===== src/rtl/icsc_regs.vh =====
// Constants of the infrared combat state controller
`ifndef ICSC_REGS_VH
`define ICSC_REGS_VH

// ----------------------------------------------------------------
// Clock and time base
// ----------------------------------------------------------------
`define ICSC_CLK_HZ         50000000
`define ICSC_SEC_CYC        (`ICSC_CLK_HZ * 1)
`define ICSC_DEB_MS         20
`define ICSC_DEB_CYC        ((`ICSC_CLK_HZ / 1000) * `ICSC_DEB_MS)
`define ICSC_STILL_S        4'h2
`define ICSC_BLINK_HALF_CYC (`ICSC_SEC_CYC / 2)

// ----------------------------------------------------------------
// Combat settings, in tap order
// ----------------------------------------------------------------
`define ICSC_M_LIGHT        3'h0
`define ICSC_M_MIDDLE       3'h1
`define ICSC_M_HEAVY        3'h2
`define ICSC_M_TEST         3'h3
`define ICSC_M_OFF          3'h4
`define ICSC_M_RESET        3'h0

// ----------------------------------------------------------------
// Speed cap codes
// ----------------------------------------------------------------
`define ICSC_CAP_NONE       2'h0
`define ICSC_CAP_SLIGHT     2'h1
`define ICSC_CAP_STRONG     2'h2

// ----------------------------------------------------------------
// Per-setting figures: test, light, middle, heavy
// ----------------------------------------------------------------
`define ICSC_SLIGHT_HITS    4'h1
`define ICSC_STRONG_TEST    4'h3
`define ICSC_STRONG_LIGHT   4'h2
`define ICSC_STRONG_MIDDLE  4'h4
`define ICSC_STRONG_HEAVY   4'h5
`define ICSC_DEST_TEST      4'h6
`define ICSC_DEST_LIGHT     4'h3
`define ICSC_DEST_MIDDLE    4'h6
`define ICSC_DEST_HEAVY     4'h9
`define ICSC_RELOAD_TEST    4'h3
`define ICSC_RELOAD_LIGHT   4'h3
`define ICSC_RELOAD_MIDDLE  4'h5
`define ICSC_RELOAD_HEAVY   4'h9
`define ICSC_INVUL_TEST     4'h2
`define ICSC_INVUL_LIGHT    4'hF
`define ICSC_INVUL_MIDDLE   4'hC
`define ICSC_INVUL_HEAVY    4'hA
`define ICSC_RESUR_TEST     4'h5
`define ICSC_RESUR_LIGHT    4'hF
`define ICSC_RESUR_MIDDLE   4'hF
`define ICSC_RESUR_HEAVY    4'hF
`define ICSC_BLINK_TEST     3'h4
`define ICSC_BLINK_LIGHT    3'h1
`define ICSC_BLINK_MIDDLE   3'h2
`define ICSC_BLINK_HEAVY    3'h3

`endif


===== src/rtl/icsc_core.v =====
// Combat state controller for an infrared battle vehicle
//
// Functional notes
// - Each setup tap steps light, middle, heavy, test, off; effective at once.
// - Each setup press pulses an announcement carrying the newly chosen setting.
// - Test setting: any infrared activity counts as a hit, unchecked.
// - Off setting: no hits, caps, destruction or combat timers.
// - Normal settings accept only hits the protocol decoder marks valid.
// - Slight cap after first hit; strong at 3/2/4/5 hits (test/light/middle/heavy).
// - Caps only lower top speed; they never stop motion.
// - Destroyed with explosion at 6/3/6/9 hits.
// - Destroyed: drive and weapon blocked until resurrection, 5 s test, else 15 s.
// - Resurrection pulses fanfare, then hits ignored 2/15/12/10 s.
// - Shot blocks firing for 3/3/5/9 s, then reload-complete pulse.
// - Accepted hit pulses impact and blocks driving for two seconds.
// - After power-up sensor LED blinks once, the light count of 4/1/2/3, as reset always selects light.
`timescale 1ns/1ps
`default_nettype none
`include "icsc_regs.vh"
module icsc_core #(
  parameter integer SEC_CYC = `ICSC_SEC_CYC, // Cycles per second, shorten in simulation
  parameter integer DEB_CYC = `ICSC_DEB_CYC  // Setup button debounce cycles
) (
  input  wire       clk,           // System clock, 50 MHz
  input  wire       rstn,          // Async reset, active low
  input  wire       setup_btn,     // Setup button pin, high when pressed
  input  wire       ir_any,        // Sensor raw activity pin, high on any IR
  input  wire       ir_valid,      // Sensor protocol-valid hit pin
  input  wire       fire_req,      // Main gun request, same clock, pulse
  output reg  [2:0] mode_r,        // Current combat setting
  output reg        announce_r,    // Announce setting pulse
  output reg  [1:0] speed_cap_r,   // Top speed cap code
  output reg        drive_en_r,    // Drive commands honoured
  output reg        weapon_en_r,   // Weapon commands honoured
  output reg        destroyed_r,   // Vehicle destroyed
  output reg        invuln_r,      // Hits ignored
  output reg        impact_r,      // Impact sound pulse
  output reg        explode_r,     // Explosion sound pulse
  output reg        fanfare_r,     // Fanfare sound pulse
  output reg        reload_done_r, // Reload complete sound pulse
  output reg        ir_tx_r,       // Transmitter trigger pulse
  output reg        sensor_led_r   // Sensor indicator LED
);

  // ----------------------------------------------------------------
  // Per-setting lookups
  // ----------------------------------------------------------------
  function [3:0] strong_lim(input [2:0] m);
    case (m)
      `ICSC_M_TEST:   strong_lim = `ICSC_STRONG_TEST;
      `ICSC_M_MIDDLE: strong_lim = `ICSC_STRONG_MIDDLE;
      `ICSC_M_HEAVY:  strong_lim = `ICSC_STRONG_HEAVY;
      default:        strong_lim = `ICSC_STRONG_LIGHT;
    endcase
  endfunction

  function [3:0] dest_lim(input [2:0] m);
    case (m)
      `ICSC_M_TEST:   dest_lim = `ICSC_DEST_TEST;
      `ICSC_M_MIDDLE: dest_lim = `ICSC_DEST_MIDDLE;
      `ICSC_M_HEAVY:  dest_lim = `ICSC_DEST_HEAVY;
      default:        dest_lim = `ICSC_DEST_LIGHT;
    endcase
  endfunction

  function [3:0] reload_s(input [2:0] m);
    case (m)
      `ICSC_M_TEST:   reload_s = `ICSC_RELOAD_TEST;
      `ICSC_M_MIDDLE: reload_s = `ICSC_RELOAD_MIDDLE;
      `ICSC_M_HEAVY:  reload_s = `ICSC_RELOAD_HEAVY;
      default:        reload_s = `ICSC_RELOAD_LIGHT;
    endcase
  endfunction

  function [3:0] invul_s(input [2:0] m);
    case (m)
      `ICSC_M_TEST:   invul_s = `ICSC_INVUL_TEST;
      `ICSC_M_MIDDLE: invul_s = `ICSC_INVUL_MIDDLE;
      `ICSC_M_HEAVY:  invul_s = `ICSC_INVUL_HEAVY;
      default:        invul_s = `ICSC_INVUL_LIGHT;
    endcase
  endfunction

  function [3:0] resur_s(input [2:0] m);
    case (m)
      `ICSC_M_TEST:   resur_s = `ICSC_RESUR_TEST;
      `ICSC_M_MIDDLE: resur_s = `ICSC_RESUR_MIDDLE;
      `ICSC_M_HEAVY:  resur_s = `ICSC_RESUR_HEAVY;
      default:        resur_s = `ICSC_RESUR_LIGHT;
    endcase
  endfunction

  function [2:0] blinks(input [2:0] m);
    case (m)
      `ICSC_M_TEST:   blinks = `ICSC_BLINK_TEST;
      `ICSC_M_MIDDLE: blinks = `ICSC_BLINK_MIDDLE;
      `ICSC_M_HEAVY:  blinks = `ICSC_BLINK_HEAVY;
      `ICSC_M_OFF:    blinks = 3'h0;
      default:        blinks = `ICSC_BLINK_LIGHT;
    endcase
  endfunction

  // ----------------------------------------------------------------
  // Pin synchronisers
  // ----------------------------------------------------------------
  reg [1:0]  btn_s_r, any_s_r, val_s_r;
  reg        any_d_r, val_d_r, btn_st_r;
  reg [31:0] deb_r;

  // Second stage alone feeds the logic; first stage may be metastable
  always @(posedge clk or negedge rstn) begin
    if (!rstn) begin
      btn_s_r <= 2'h0;
      any_s_r <= 2'h0;
      val_s_r <= 2'h0;
      any_d_r <= 1'b0;
      val_d_r <= 1'b0;
    end else begin
      btn_s_r <= {btn_s_r[0], setup_btn};
      any_s_r <= {any_s_r[0], ir_any};
      val_s_r <= {val_s_r[0], ir_valid};
      any_d_r <= any_s_r[1];
      val_d_r <= val_s_r[1];
    end
  end

  // Debounce: button state changes only after a stable level for DEB_CYC
  always @(posedge clk or negedge rstn) begin
    if (!rstn) begin
      deb_r    <= 32'h0;
      btn_st_r <= 1'b0;
    end else if (btn_s_r[1] == btn_st_r) begin
      deb_r <= 32'h0;
    end else if (deb_r == DEB_CYC - 1) begin
      deb_r    <= 32'h0;
      btn_st_r <= btn_s_r[1];
    end else begin
      deb_r <= deb_r + 32'h1;
    end
  end

  wire tap     = btn_s_r[1] && !btn_st_r && (deb_r == DEB_CYC - 1);
  wire combat  = (mode_r != `ICSC_M_OFF);
  wire any_edg = any_s_r[1] && !any_d_r;
  wire val_edg = val_s_r[1] && !val_d_r;
  // Test setting takes raw activity, others only decoded frames
  wire hit_raw = (mode_r == `ICSC_M_TEST) ? any_edg : val_edg;
  wire hit_ok  = combat && hit_raw && !destroyed_r && !invuln_r;
  reg  [3:0] hits_r;
  wire [3:0] hits_nxt = hits_r + 4'h1;
  wire       kill     = hit_ok && (hits_nxt >= dest_lim(mode_r));

  // ----------------------------------------------------------------
  // Timers
  // ----------------------------------------------------------------
  wire rl_busy, rl_done, st_busy, rs_busy, rs_done, iv_busy;
  wire shot = fire_req && weapon_en_r;
  wire stop = !combat;

  icsc_sec_timer #(.SEC_CYC(SEC_CYC)) u_reload (
    .clk(clk), .rstn(rstn), .start(shot), .abort(stop),
    .secs(reload_s(mode_r)), .busy_r(rl_busy), .done_r(rl_done));
  icsc_sec_timer #(.SEC_CYC(SEC_CYC)) u_still (
    .clk(clk), .rstn(rstn), .start(hit_ok), .abort(stop),
    .secs(`ICSC_STILL_S), .busy_r(st_busy), .done_r());
  icsc_sec_timer #(.SEC_CYC(SEC_CYC)) u_resur (
    .clk(clk), .rstn(rstn), .start(kill), .abort(stop),
    .secs(resur_s(mode_r)), .busy_r(rs_busy), .done_r(rs_done));
  icsc_sec_timer #(.SEC_CYC(SEC_CYC)) u_invul (
    .clk(clk), .rstn(rstn), .start(rs_done), .abort(stop),
    .secs(invul_s(mode_r)), .busy_r(iv_busy), .done_r());

  // ----------------------------------------------------------------
  // Combat state
  // ----------------------------------------------------------------
  // Setting changes keep the hit count; leaving combat wipes it
  always @(posedge clk or negedge rstn) begin
    if (!rstn) begin
      mode_r        <= `ICSC_M_RESET;
      announce_r    <= 1'b0;
      hits_r        <= 4'h0;
      speed_cap_r   <= `ICSC_CAP_NONE;
      destroyed_r   <= 1'b0;
      impact_r      <= 1'b0;
      explode_r     <= 1'b0;
      fanfare_r     <= 1'b0;
      reload_done_r <= 1'b0;
      ir_tx_r       <= 1'b0;
    end else begin
      announce_r    <= tap;
      impact_r      <= hit_ok;
      explode_r     <= kill;
      fanfare_r     <= rs_done && combat;
      reload_done_r <= rl_done && combat;
      ir_tx_r       <= shot;
      if (tap) begin
        mode_r <= (mode_r == `ICSC_M_OFF) ? `ICSC_M_LIGHT : mode_r + 3'h1;
      end
      if (!combat || rs_done) begin
        hits_r      <= 4'h0;
        speed_cap_r <= `ICSC_CAP_NONE;
        destroyed_r <= 1'b0;
      end else begin
        if (hit_ok) begin
          hits_r <= hits_nxt;
        end
        // Cap tracks the count so a setting change re-grades it at once
        if (hits_r >= strong_lim(mode_r)) begin
          speed_cap_r <= `ICSC_CAP_STRONG;
        end else if (hits_r >= `ICSC_SLIGHT_HITS) begin
          speed_cap_r <= `ICSC_CAP_SLIGHT;
        end else begin
          speed_cap_r <= `ICSC_CAP_NONE;
        end
        if (kill) begin
          destroyed_r <= 1'b1;
        end
      end
    end
  end

  // Command gates and invulnerability flag
  always @(posedge clk or negedge rstn) begin
    if (!rstn) begin
      drive_en_r  <= 1'b1;
      weapon_en_r <= 1'b0;
      invuln_r    <= 1'b0;
    end else begin
      drive_en_r  <= !(combat && (kill || destroyed_r || hit_ok || st_busy));
      weapon_en_r <= combat && !kill && !destroyed_r && !shot && !rl_busy && !rs_busy;
      invuln_r    <= combat && (rs_done || iv_busy);
    end
  end

  // ----------------------------------------------------------------
  // Power-up blinking of the sensor LED
  // ----------------------------------------------------------------
  reg        bl_init_r;
  reg [2:0]  bl_left_r;
  reg [31:0] bl_cyc_r;

  // Count is taken once after reset release, from the reset setting
  always @(posedge clk or negedge rstn) begin
    if (!rstn) begin
      bl_init_r    <= 1'b1;
      bl_left_r    <= 3'h0;
      bl_cyc_r     <= 32'h0;
      sensor_led_r <= 1'b0;
    end else if (bl_init_r) begin
      bl_init_r <= 1'b0;
      bl_left_r <= blinks(mode_r);
    end else if (bl_left_r != 3'h0) begin
      if (bl_cyc_r == (SEC_CYC / 2) - 1) begin
        bl_cyc_r     <= 32'h0;
        sensor_led_r <= !sensor_led_r;
        if (sensor_led_r) begin
          bl_left_r <= bl_left_r - 3'h1;
        end
      end else begin
        bl_cyc_r <= bl_cyc_r + 32'h1;
      end
    end else begin
      sensor_led_r <= invuln_r;
    end
  end

endmodule // icsc_core
`default_nettype wire


===== src/rtl/icsc_sec_timer.v =====
// Whole-second down timer with start, abort, busy and done pulse
`timescale 1ns/1ps
`default_nettype none
module icsc_sec_timer #(
  parameter integer SEC_CYC = 50000000
) (
  input  wire       clk,    // System clock
  input  wire       rstn,   // Async reset, active low
  input  wire       start,  // Load and run, one-cycle pulse
  input  wire       abort,  // Stop without done
  input  wire [3:0] secs,   // Seconds to run
  output reg        busy_r, // Timer running
  output reg        done_r  // One-cycle pulse at expiry
);

  reg [31:0] cyc_r;
  reg [3:0]  sec_r;

  // ----------------------------------------------------------------
  // Counting
  // ----------------------------------------------------------------
  // Start restarts the whole count, so a new event gets full time unless abort is high in the same cycle, which wins
  always @(posedge clk or negedge rstn) begin
    if (!rstn) begin
      cyc_r  <= 32'h0;
      sec_r  <= 4'h0;
      busy_r <= 1'b0;
      done_r <= 1'b0;
    end else begin
      done_r <= 1'b0;
      if (abort) begin
        busy_r <= 1'b0;
      end else if (start) begin
        cyc_r  <= 32'h0;
        sec_r  <= secs;
        busy_r <= (secs != 4'h0);
        done_r <= (secs == 4'h0);
      end else if (busy_r) begin
        if (cyc_r == SEC_CYC - 1) begin
          cyc_r <= 32'h0;
          sec_r <= sec_r - 4'h1;
          if (sec_r == 4'h1) begin
            busy_r <= 1'b0;
            done_r <= 1'b1;
          end
        end else begin
          cyc_r <= cyc_r + 32'h1;
        end
      end
    end
  end

endmodule // icsc_sec_timer
`default_nettype wire


===== config.mk =====
export PLATFORM = sky130hd
export DESIGN_NAME = icsc_core
export DESIGN_NICKNAME = d
export VERILOG_FILES = /design/src/rtl/icsc_core.v /design/src/rtl/icsc_sec_timer.v
export VERILOG_INCLUDE_DIRS = /design/src /design/src/rtl
export SDC_FILE = /design/constraint.sdc
export NUM_CORES = 1
export LEC_CHECK = 0
export BUFFER_PORTS_ARGS = -buffer_cell sky130_fd_sc_hd__buf_4
export CAP_MARGIN = 20
export CELL_PAD_IN_SITES_DETAIL_PLACEMENT = 1
export CELL_PAD_IN_SITES_GLOBAL_PLACEMENT = 1
export CORE_ASPECT_RATIO = 1.75
export CORE_MARGIN = 1
export CORE_UTILIZATION = 54
export CTS_CLUSTER_DIAMETER = 200
export DETAILED_ROUTE_END_ITERATION = 7
export PLACE_DENSITY = 0.82
export SYNTH_ARGS = -nofsm -noshare
export SYNTH_HDL_FRONTEND = slang
export SYNTH_SLANG_ARGS = --single-unit

===== constraint.sdc =====
create_clock -name clk -period 7.55 [get_ports clk]
set_input_delay 0.755 -clock clk [delete_from_list [all_inputs] [get_ports clk]]
set_output_delay 0.755 -clock clk [all_outputs]
set_load 0.1 [all_outputs]

==> results.sh <==
export IMPL_status="completed"
export IMPL_slowest_stage="nor2_1"
export IMPL_synth_top_area_cell="dfrtp_1"
export IMPL_path_max_fanout=13
export IMPL_die_x_um=118.6
export IMPL_cp_required_ps=8010
export IMPL_worst_slack_ps=3603
export IMPL_timing_final_crit_period_ps=3947
export IMPL_route_detailed_drc=0
export IMPL_syn_nets=1419
export IMPL_wl_per_cell_um=19.52
export IMPL_overflow=0
export IMPL_endpoint_kind="flop"
export IMPL_drv_slew=0
export IMPL_ioPinCount=22
export IMPL_cts_tree="built"
export IMPL_fin_util=0.6046
export IMPL_fp_row_count=74
export IMPL_synth_seq_cells=247
export IMPL_synth_compound_area_share=0.08762
export IMPL_syn_cell_area_um2=12850
export IMPL_grt_max_degree=132
export IMPL_crit_path_cell_trace="inv_1 > ha_1 > nand2b_1 > nand2_1 > ha_1 > nand2b_1 > a2111oi_0 > or3_1 > inv_2 > nor2_1 > o21ai_0 > a31oi_1"
export IMPL_internal_power_mw=2.377
export IMPL_floorplan_initialDensity=0.5508
export IMPL_tns_ps=0
export IMPL_p_leak_nw=6.287
export IMPL_synthAdderAreaFrac=0.03115
export IMPL_design_die_area_um2=24450
export IMPL_track_usage=0.2861
export IMPL_syn_inst=1381
export IMPL_cts_root_buf="clkbuf_16"
export IMPL_reg2reg_depth=12
export IMPL_seqPwrFrac=0.451
export IMPL_drtIter0Drc=445
export IMPL_relSlewSlack=0.3111
export IMPL_synth_top_family_by_area="simple AND/OR/NAND/NOR gates"
export IMPL_nNetsFinal=1428
export IMPL_hold_viol=0
export IMPL_io_buffers=21
export IMPL_async_flop_share=1.000
export IMPL_core_um2=23330
export IMPL_min_path_type="primary input to async pin"
export IMPL_start_kind="flop"
export IMPL_yosysMostFrequentCell="dfrtp_1"
export IMPL_r2r_start="mode_r[2]"
export IMPL_r2r_end="u_resur.cyc_r[26]"
export IMPL_viasPerCell=6.112
export IMPL_antenna_found_initial=0
export IMPL_critPathLaunch="mode_r[2]"
export IMPL_irDropWorstVdd_v=0.0002169
export IMPL_cpPeakStageDelay_ps=700
export IMPL_cts_resized=0
export IMPL_drt_pass1_iter_count=5
export IMPL_critPathKind="flop to flop"
export IMPL_cp_arrival_ps=4400
export IMPL_nFillCells=2661
export IMPL_grt_pass1_vias=11420
export IMPL_finalSetupViolations=0
export IMPL_critical_path_top_delay_family="simple AND/OR/NAND/NOR gates"
export IMPL_post_cts_buffers=0
export IMPL_ys_seq_area_frac=0.4811
export IMPL_muxShareOfSynthArea=0.006620
export IMPL_p_sw_mw=1.066
export IMPL_fin_skew_ps=10.04
export IMPL_postRouteAntennaNets=0
export IMPL_synth_common_cells="245 x dfrtp_1, 182 x nor2_1, 132 x nand2_1"
export IMPL_gp_congestion=0.8223
export IMPL_fmax_mhz=253.3
export IMPL_yosysTopAreaCellShare=0.4770
export IMPL_clockBufferDepth=3
export IMPL_dp_hpwl_mm=22.86
export IMPL_clock_sinks=247
export IMPL_fin_crit_sh=0.5228
export IMPL_grt_setup_unrepaired="no"
export IMPL_cts_buffers=25
export IMPL_p_clk_frac=0.366
export IMPL_register_area_um2=6183
export IMPL_crit_cells=12
export IMPL_holdWs_ps=285.9
export IMPL_drv_cap=0
export IMPL_yosysUniqueCellTypes=61
export IMPL_dp_slack_ps=3632
export IMPL_syn_area_per_cell_um2=9.307
export IMPL_cts_hold_buffers_added=0
export IMPL_syn2layout_area_growth_pct=9.754
export IMPL_multi_input_area_um2=6336
export IMPL_diodes=0
export IMPL_wirelength_mm=33.38
export IMPL_grt_pass1_wl_mm=56.52
export IMPL_synth_xor_area_frac=0.08995
export IMPL_clock_latency_ps=530
export IMPL_synth_ff_type="dfrtp_1"
export IMPL_vias=10450
export IMPL_swShare=0.3096
export IMPL_synth_edf_count=0
export IMPL_critPathCapture="u_resur.cyc_r[26]"
export IMPL_yosys_top_cells_area="dfrtp_1 48%, nor2_1 5.3%, xor2_1 4.8%"
export IMPL_htreeDepth=1
export IMPL_yosys_area_share_simple=0.2769
export IMPL_reg2reg_setup_slack_ps=3600
export IMPL_worstPathBufferInverterCount=2
export IMPL_worst_pin_slew_ps=1033
export IMPL_clk_pin_slew_worst_paths_ps=70
export IMPL_power_density_nw_per_um2=244.1
export IMPL_ys_warn_count=0
export IMPL_die_h_um=206.1
export IMPL_p_comb_frac=0.183
export IMPL_layout_drive_gt1_share=0.06543
## cell type report
cell class,count,share of cell area
clock buffer,37,0.05251
tap,304,0.02696
timing repair buffer,32,0.01774
multi-input combinational,1048,0.4492
inverter,36,0.009580
sequential,247,0.4384
clock inverter,6,0.005677
## per-layer routing
layer,share of wire,track usage
met2,0.56,0.5526
met1,0.38,0.3052
met3,0.019,0.02621
met5,0,0
met4,0.046,0.1492
## power groups by stage
stage / sequential, mW / combinational, mW / clock [mW]
after floorplan: 1.60 / 0.384 / 0
after global placement: 1.56 / 0.595 / 0
after detailed placement: 1.57 / 0.630 / 0
after CTS: 1.55 / 0.637 / 1.29
after global routing: 1.57 / 0.699 / 1.33
final: 1.55 / 0.630 / 1.26
## flip-flops by register name, summed over array words and instances, names as in the netlist, 32 cells and up
register / cells
bl_cyc_r: 32
deb_r: 32
u_resur.cyc_r: 32
u_still.cyc_r: 32
u_reload.cyc_r: 32
u_invul.cyc_r: 32
## cell families after synthesis
group | after synthesis
AO/OA/AOI/OAI | 181
multiplexers | 8
buffers and inverters | 86
other | 1
adder cells (fa/ha/maj) | 32
AND/OR/NAND/NOR | 694
XOR/XNOR | 132
flip-flops | 247
## worst min-delay path by stage
stage,start,endpoint,slack [ps]
after detailed placement,btn_s_r[0],btn_s_r[1],340
after CTS,ir_any,any_s_r[0],320
after global placement,btn_s_r[0],btn_s_r[1],340
after global routing,ir_any,any_s_r[0],320
after floorplan,any_s_r[0],any_s_r[1],330
final,rstn,u_reload.cyc_r[2],290
## placed cells by master, fill, tap and decap left out, drive strengths merged, types with 6 or more instances in the layout
cell,n
dfrtp,245
nor2,182
nand2,132
nand3,103
xor2,70
xnor2,62
nand4,55
a31oi,46
and3,44
a21oi,42
o21ai,39
clkbuf,39
nor4,37
inv,36
nor3,32
ha,32
buf,30
and2,19
and4,17
nand2b,13
or3,13
nor4b,13
o21a,11
o31ai,9
or2,8
or4,7
nor2b,6
a41oi,6
## through the flow
step	power [mW]	instance area, um2	std cells
3_3_place_gp	2.158	13270	1663
5_1_grt	3.595	14110	1710
2_1_floorplan	1.985	12850	1381
4_1_cts	3.474	14090	1706
3_5_place_dp	2.203	13270	1663
6_report	3.443	14110	1710
(Power assumes the default switching activity.)
